`src/verilog/dcc_pkg.sv`:
```
package dcc_pkg;

    // Register map
    localparam logic [11:0] CTL_OFFSET = 12'h000;
    localparam logic [31:0] CTL_RESET = 32'h00000000;
    // Reserved bits 31:29 and 15:13 stay zero
    localparam logic [31:0] CTL_WMASK = 32'h1FFF1FFF;

    // Field positions for channel 0; channel 1 sits one stride higher
    localparam int CH_STRIDE = 16;
    localparam int POS_CHAN_ON = 0;
    localparam int POS_BUF_OFF = 1;
    localparam int POS_TRIG_ON = 2;
    localparam int POS_TRIG_SRC = 3;
    localparam int POS_WAVE_SEL = 6;
    localparam int POS_WAVE_WIDTH = 8;
    localparam int POS_DMA_ON = 12;

    // Trigger source codes
    localparam logic [2:0] SRC_TIMER5 = 3'h0;
    localparam logic [2:0] SRC_TIMER2 = 3'h1;
    localparam logic [2:0] SRC_TIMER6 = 3'h2;
    localparam logic [2:0] SRC_TIMER4 = 3'h3;
    localparam logic [2:0] SRC_TIMER1 = 3'h4;
    localparam logic [2:0] SRC_TIMER3 = 3'h5;
    localparam logic [2:0] SRC_EXT_LINE = 3'h6;
    localparam logic [2:0] SRC_SOFTWARE = 3'h7;

    // Widest wave and the code from which it saturates
    localparam logic [3:0] WIDTH_MAX = 4'hC;
    localparam logic [3:0] WIDTH_SAT_CODE = 4'hB;

    typedef enum logic [1:0] {
        DCC_WAVE_NONE = 2'b00,
        DCC_WAVE_NOISE = 2'b01,
        DCC_WAVE_TRI = 2'b10
    } dcc_wave_t;

    // Wave width n from the four-bit code
    function automatic logic [3:0] width_of(input logic [3:0] code);
        if (code >= WIDTH_SAT_CODE) begin
            return WIDTH_MAX;
        end
        return code + 4'h1;
    endfunction

    // Low n bits set; equals (2<<(n-1))-1 as well
    function automatic logic [11:0] ones_of(input logic [3:0] code);
        logic [12:0] full;
        full = 13'h0001 << width_of(code);
        return 12'(full - 13'h0001);
    endfunction

endpackage

```
`src/verilog/dcc_chan.sv`:
```
`timescale 1ns/10ps

module dcc_chan (
    // Clock and reset
    input wire logic clk_i,
    input wire logic reset_i,
    // Channel fields
    input wire logic dma_on_i,
    input wire logic [3:0] wave_width_i,
    input wire logic [1:0] wave_select_i,
    input wire logic [2:0] trigger_source_i,
    input wire logic trigger_on_i,
    input wire logic buffer_off_i,
    input wire logic channel_on_i,
    // Events: rise of timers 1..6 in bits 0..5, line 9 in bit 6
    input wire logic [6:0] hw_rise_i,
    input wire logic sw_trig_i,
    // Registered results
    output logic channel_on_o,
    output logic buffer_off_o,
    output dcc_pkg::dcc_wave_t wave_mode_o,
    output logic [11:0] noise_mask_o,
    output logic [11:0] tri_max_o,
    output logic transfer_o,
    output logic dma_req_o
);

    logic event_hit;
    logic hw_source;
    dcc_pkg::dcc_wave_t next_wave;

    always_comb begin
        case (trigger_source_i)
            dcc_pkg::SRC_TIMER5: event_hit = hw_rise_i[4];
            dcc_pkg::SRC_TIMER2: event_hit = hw_rise_i[1];
            dcc_pkg::SRC_TIMER6: event_hit = hw_rise_i[5];
            dcc_pkg::SRC_TIMER4: event_hit = hw_rise_i[3];
            dcc_pkg::SRC_TIMER1: event_hit = hw_rise_i[0];
            dcc_pkg::SRC_TIMER3: event_hit = hw_rise_i[2];
            dcc_pkg::SRC_EXT_LINE: event_hit = hw_rise_i[6];
            default: event_hit = sw_trig_i;
        endcase
    end

    assign hw_source = trigger_source_i != dcc_pkg::SRC_SOFTWARE;

    always_comb begin
        if (!trigger_on_i) begin
            next_wave = dcc_pkg::DCC_WAVE_NONE;
        end else if (wave_select_i[1]) begin
            next_wave = dcc_pkg::DCC_WAVE_TRI;
        end else if (wave_select_i[0]) begin
            next_wave = dcc_pkg::DCC_WAVE_NOISE;
        end else begin
            next_wave = dcc_pkg::DCC_WAVE_NONE;
        end
    end

    always_ff @(posedge clk_i or posedge reset_i) begin
        if (reset_i) begin
            channel_on_o <= 1'b0;
            buffer_off_o <= 1'b0;
            wave_mode_o <= dcc_pkg::DCC_WAVE_NONE;
            noise_mask_o <= 12'h000;
            tri_max_o <= 12'h000;
        end else begin
            channel_on_o <= channel_on_i;
            buffer_off_o <= buffer_off_i;
            wave_mode_o <= next_wave;
            noise_mask_o <= dcc_pkg::ones_of(wave_width_i);
            tri_max_o <= dcc_pkg::ones_of(wave_width_i);
        end
    end

    // Untriggered channels load continuously; triggered ones on the event
    always_ff @(posedge clk_i or posedge reset_i) begin
        if (reset_i) begin
            transfer_o <= 1'b0;
            dma_req_o <= 1'b0;
        end else begin
            transfer_o <= !trigger_on_i || event_hit;
            dma_req_o <= trigger_on_i && dma_on_i && hw_source
                         && event_hit;
        end
    end
endmodule

```
`src/verilog/dcc_ctrl.sv`:
```
`timescale 1ns/10ps

// Overview of operation
// - Control register clears to all zeros on reset.
// - Bits 28 and 12 enable DMA mode for channels one and zero.
// - Width code selects width code plus one; codes 11 and up give 12.
// - Noise mode passes only the low n shift register bits.
// - Triangle amplitude limited to (2<<(n-1))-1.
// - Wave mode applies only while the channel trigger enable is set.
// - Source ignored unless trigger enabled; selected event starts transfer.
// - Bit 18 enables channel one triggered operation.
// - Bit 17 set turns channel one output buffer off.
// - DMA request on each hardware trigger event, never on software.

module dcc_ctrl (
    // Clock and reset
    input wire logic clk_i,
    input wire logic reset_i,
    // APB slave
    input wire logic [11:0] paddr_i,
    input wire logic psel_i,
    input wire logic penable_i,
    input wire logic pwrite_i,
    input wire logic [31:0] pwdata_i,
    output logic [31:0] prdata_o,
    output logic pready_o,
    output logic pslverr_o,
    // Trigger sources: timers 1..6 in bits 0..5
    input wire logic [5:0] timer_trigger_output_i,
    input wire logic external_interrupt_line_i,
    input wire logic [1:0] sw_trig_i,
    // Per-channel results, index is the channel
    output logic [1:0] channel_on_o,
    output logic [1:0] buffer_off_o,
    output logic [1:0][1:0] wave_mode_o,
    output logic [1:0][11:0] noise_mask_o,
    output logic [1:0][11:0] tri_max_o,
    output logic [1:0] transfer_o,
    output logic [1:0] dma_req_o
);

    logic [31:0] ctl;
    logic [6:0] src_prev;
    logic [6:0] hw_rise;
    logic hit;
    logic access;
    logic commit;

    ////////////////////////////////////////////////////////////////////////
    // APB slave: one wait state so that every answer leaves a flip-flop
    assign hit = paddr_i[11:2] == dcc_pkg::CTL_OFFSET[11:2];
    assign access = psel_i && penable_i && !pready_o;
    assign commit = psel_i && penable_i && pready_o;

    always_ff @(posedge clk_i or posedge reset_i) begin
        if (reset_i) begin
            pready_o <= 1'b0;
        end else begin
            pready_o <= access;
        end
    end

    // Unmapped addresses answer with an error and read as zero
    always_ff @(posedge clk_i or posedge reset_i) begin
        if (reset_i) begin
            prdata_o <= 32'h00000000;
            pslverr_o <= 1'b0;
        end else if (access) begin
            prdata_o <= (hit && !pwrite_i) ? ctl : 32'h00000000;
            pslverr_o <= !hit;
        end else begin
            prdata_o <= 32'h00000000;
            pslverr_o <= 1'b0;
        end
    end

    // Byte lanes are not decoded: every write is a whole word
    always_ff @(posedge clk_i or posedge reset_i) begin
        if (reset_i) begin
            ctl <= dcc_pkg::CTL_RESET;
        end else if (commit && pwrite_i && hit) begin
            ctl <= pwdata_i & dcc_pkg::CTL_WMASK;
        end
    end

    ////////////////////////////////////////////////////////////////////////
    // Hardware triggers act on their rising edge
    always_ff @(posedge clk_i or posedge reset_i) begin
        if (reset_i) begin
            src_prev <= 7'h00;
        end else begin
            src_prev <= {external_interrupt_line_i, timer_trigger_output_i};
        end
    end

    assign hw_rise = {external_interrupt_line_i, timer_trigger_output_i}
                     & ~src_prev;

    ////////////////////////////////////////////////////////////////////////
    // Channel 1 fields sit one stride above channel 0
    for (genvar ch = 0; ch < 2; ch++) begin : g_chan
        localparam int B = ch * dcc_pkg::CH_STRIDE;
        dcc_pkg::dcc_wave_t mode;

        dcc_chan u_chan (
            .clk_i(clk_i),
            .reset_i(reset_i),
            .dma_on_i(ctl[B + dcc_pkg::POS_DMA_ON]),
            .wave_width_i(ctl[B + dcc_pkg::POS_WAVE_WIDTH +: 4]),
            .wave_select_i(ctl[B + dcc_pkg::POS_WAVE_SEL +: 2]),
            .trigger_source_i(ctl[B + dcc_pkg::POS_TRIG_SRC +: 3]),
            .trigger_on_i(ctl[B + dcc_pkg::POS_TRIG_ON]),
            .buffer_off_i(ctl[B + dcc_pkg::POS_BUF_OFF]),
            .channel_on_i(ctl[B + dcc_pkg::POS_CHAN_ON]),
            .hw_rise_i(hw_rise),
            .sw_trig_i(sw_trig_i[ch]),
            .channel_on_o(channel_on_o[ch]),
            .buffer_off_o(buffer_off_o[ch]),
            .wave_mode_o(mode),
            .noise_mask_o(noise_mask_o[ch]),
            .tri_max_o(tri_max_o[ch]),
            .transfer_o(transfer_o[ch]),
            .dma_req_o(dma_req_o[ch])
        );

        assign wave_mode_o[ch] = mode;
    end
endmodule

```
`config.mk`:
```
export PLATFORM = sky130hd
export DESIGN_NAME = dcc_ctrl
export DESIGN_NICKNAME = d
export VERILOG_FILES = /design/src/verilog/dcc_pkg.sv /design/src/verilog/dcc_chan.sv /design/src/verilog/dcc_ctrl.sv
export SDC_FILE = /design/constraint.sdc
export NUM_CORES = 1
export LEC_CHECK = 0
export BUFFER_PORTS_ARGS = -buffer_cell sky130_fd_sc_hd__buf_2
export CORE_ASPECT_RATIO = 1.1
export CORE_UTILIZATION = 35
export DETAILED_ROUTE_END_ITERATION = 10
export PLACE_DENSITY = 0.67
export REMOVE_ABC_BUFFERS = 1
export SKIP_LAST_GASP = 1
export SLEW_MARGIN = 10
export SYNTH_ARGS = -nofsm -noshare
export SYNTH_HDL_FRONTEND = slang
export SYNTH_SLANG_ARGS = --single-unit
export TNS_END_PERCENT = 50
```
`constraint.sdc`:
```
create_clock -name clk_i -period 5.3 [get_ports clk_i]
set_clock_uncertainty 0.15 [all_clocks]
set_input_delay 0.795 -clock clk_i [delete_from_list [all_inputs] [get_ports clk_i]]
set_output_delay 0.795 -clock clk_i [all_outputs]
set_load 0.05 [all_outputs]
```
==> impl_results.md <==
* Final #Nets at 510
* Longest Clk Path Bufs at 2
* Ant. Diodes at 0
* Top cell type's share of synthesized area at 56.6%
* Synth Flop Type: dfrtp_1
* DP HPWL at 6.04 mm
* Avg Inst Size Synth at 12.4 µm²
* Clk sinks at 97
* First-pass GRT wire length at 13.5 mm
* Top cells by area, synth: dfrtp_1 (57%), mux2_4 (7.0%), buf_4 (6.6%)
* Pleak at 2.84 nW
* Placed Cells at 591
* Crit end category: flip-flop
* TritonCTS clock tree: built
* Count of final setup violators at 0
* Pre-antenna DRT Iters at 4
* Rows at 42
* Core box area at 12000 µm²
* Number of enable flip-flop cells after synthesis at 0
* Yosys warnings at 0
* Skew-Pair Late Insertion Delay at 340 ps
* Wirelength per Cell at 14.0 µm
* Netlist cell types at 53
* Vias in the first global route at 2754
* Minimum clock period at 2860 ps
* # hold bufs at CTS at 0
* DRT Wirelength at 8.48 mm
* CP arrival at 2930 ps
* Finished Cell Area at 5130 µm²
* Mapped Area at 4290 µm²
* Die span in y at 118 µm
* # resized after CTS at 0
* Die area at 12700 µm²
* CTS buffer count at 9
* Worst hold slack at 250 ps
* Fmax at 350 MHz
* # IOs at 152
* M3 GR Usage at 2.44%
* Critical path class: in -> reg
* Fin Setup TNS at 0 ps
* Critical Path Source Type: input port
* FFs w/ async S/R, synth at 100%
* Count of final hold-check violations at 0
* Layout area overhead at 19.7%
* Max Slew Vio Count at 0
* Global Route Usage Sum at 13.8%
* Final ANT Viol Nets at 0
* Global routing usage on met1 at 17.2%
* Final core utilization at 42.8%
* DRC at 0
* Worst slack, placed at 2040 ps
* Initial DRC Count at 80
* Root Buffer: clkbuf_16
* Reg clk slew, reported paths at 70 ps
* Syn Inst Count at 347
* Tcrit/Tclk final at 53.9%
* Register area share after synthesis at 56.6%
* CP Max Fanout at 26
* Grt peak-use layer: met2
* PortBufs at 137
* Routability cong. at 0.815
* Placed cell area at 4840 µm²
* Worst IR Drop VDD at 0.000154 V
* RSZ-0062 raised after global routing: no
* Non-filler cells, final at 607
* Via count at 2816
* PD cells at 283 nW/µm²
* Worst Path Required at 5370 ps
* Initial antenna violation count at 0
* Share of cells above drive strength 1 at 41.9%
* Die W at 108 µm
* Largest net degree at the start of global routing at 63
* Final worst setup slack at 2440 ps
* Power Total at 1.45 mW
* Setup bufs post-CTS at 0
* GRT overflow at 0
* Tightest Pin Transition at 1010 ps
* Grt met2 use at 22.7%
* Status: finished, final reports clean
* Initial core utilization at 35.8%
* Vias per inst at 4.64
* Post-synthesis register bit count at 97
* Cell taking the most area after synthesis: dfrtp_1
* Worst slew margin at 32.9%
* Clock H-tree levels at 3
* Max-cap violations at 0
* Hold Path Class: reg -> reg
## cells in the mapped netlist (all sizes together), types with 2 or more instances
cell type / number
dfrtp: 97
buf: 43
and2: 32
mux2: 27
nor2: 14
o21ai: 14
clkbuf: 10
nand2: 10
inv: 9
nor2b: 8
a21oi: 7
nand3: 7
nor3: 6
o211ai: 5
ha: 4
nand3b: 4
xor2: 4
a31oi: 3
mux2i: 3
nand4b: 3
nor3b: 3
or4: 3
xnor2: 3
a22oi: 2
and3: 2
nand2b: 2
o21a: 2
or2: 2
## worst max-delay path, cell delays in order
cell and delay (ps):
buf_2 100, or4_4 530, nor4_4 330, nand4_4 630, mux2_4 520
## cell usage in the layout (no fill, tap or decap), types with 5 or more instances in the layout
cell       instances
a21oi_1            7
nand2_1           10
clkbuf_16          9
o21ai_0           14
nor2b_1            8
buf_2            137
nand3_1            7
conb_1             6
nor2_1            14
mux2_2             7
and2_1            31
dfrtp_1           97
mux2_4            20
o211ai_1           5
inv_1              8
nor3_1             6
## power by group
group | internal, mW | leakage [nW] | switching [mW]
Sequential | 0.744 | 1.32 | 0.00210
Clock | 0.367 | 0.135 | 0.276
Combinational | 0.0197 | 1.39 | 0.0425
## per-layer routing
layer | share of wire, % | vias to the layer above
li1 | - | 1336
met1 | 43 | 1391
met2 | 50 | 78
met3 | 4.6 | 11
met4 | 2.0 | 0
met5 | 0 | -
## flip-flops by register name (all words and copies together) (netlist names)
register                    cells
g_chan.u_chan.wave_mode_o       4
g_chan.u_chan.channel_on_o      2
g_chan.u_chan.noise_mask_o     12
ctl                            26
pslverr_o                       1
g_chan.u_chan.tri_max_o        12
g_chan.u_chan.transfer_o        2
g_chan.u_chan.buffer_off_o      2
src_prev                        7
prdata_o                       26
pready_o                        1
g_chan.u_chan.dma_req_o         2
## final timing paths
| check | startpoint | end | slack [ps] | cells past startpoint |
|---|---|---|---|---|
| min | ctl[17] | g_chan[1].u_chan.buffer_off_o | 250 | 0 |
| max | paddr_i[7] | ctl[3] | 2440 | 5 |
| min in group asynchronous | reset_i | prdata_o[7] | 450 | 2 |
| max in group asynchronous | reset_i | ctl[1] | 3600 | 3 |
| max reg2reg | ctl[24] | g_chan[1].u_chan.noise_mask_o[8] | 2540 | 8 |
| min reg2reg | ctl[17] | g_chan[1].u_chan.buffer_off_o | 250 | 0 |
## cell families after synthesis
| family | after synthesis | synth area share [%] |
|---|---|---|
| mux | 31 | 10.1 |
| flops | 97 | 56.6 |
| simple gates | 103 | 15.1 |
| xor+xnor | 7 | 1.43 |
| fa+ha+maj | 4 | 1.17 |
| buf+inv | 62 | 9.16 |
| other cells | 1 | 0.0874 |
| compound gates | 42 | 6.39 |
## layout make-up
type,instances,area [µm²]
fill,1130,6850
sequential,97,2430
multi-input combinational,193,1490
timing repair buffer,138,693
clock buffer,10,229
tap,154,193
clock inverter,6,66.3
inverter,9,36.3
(Power assumes the default switching activity.)
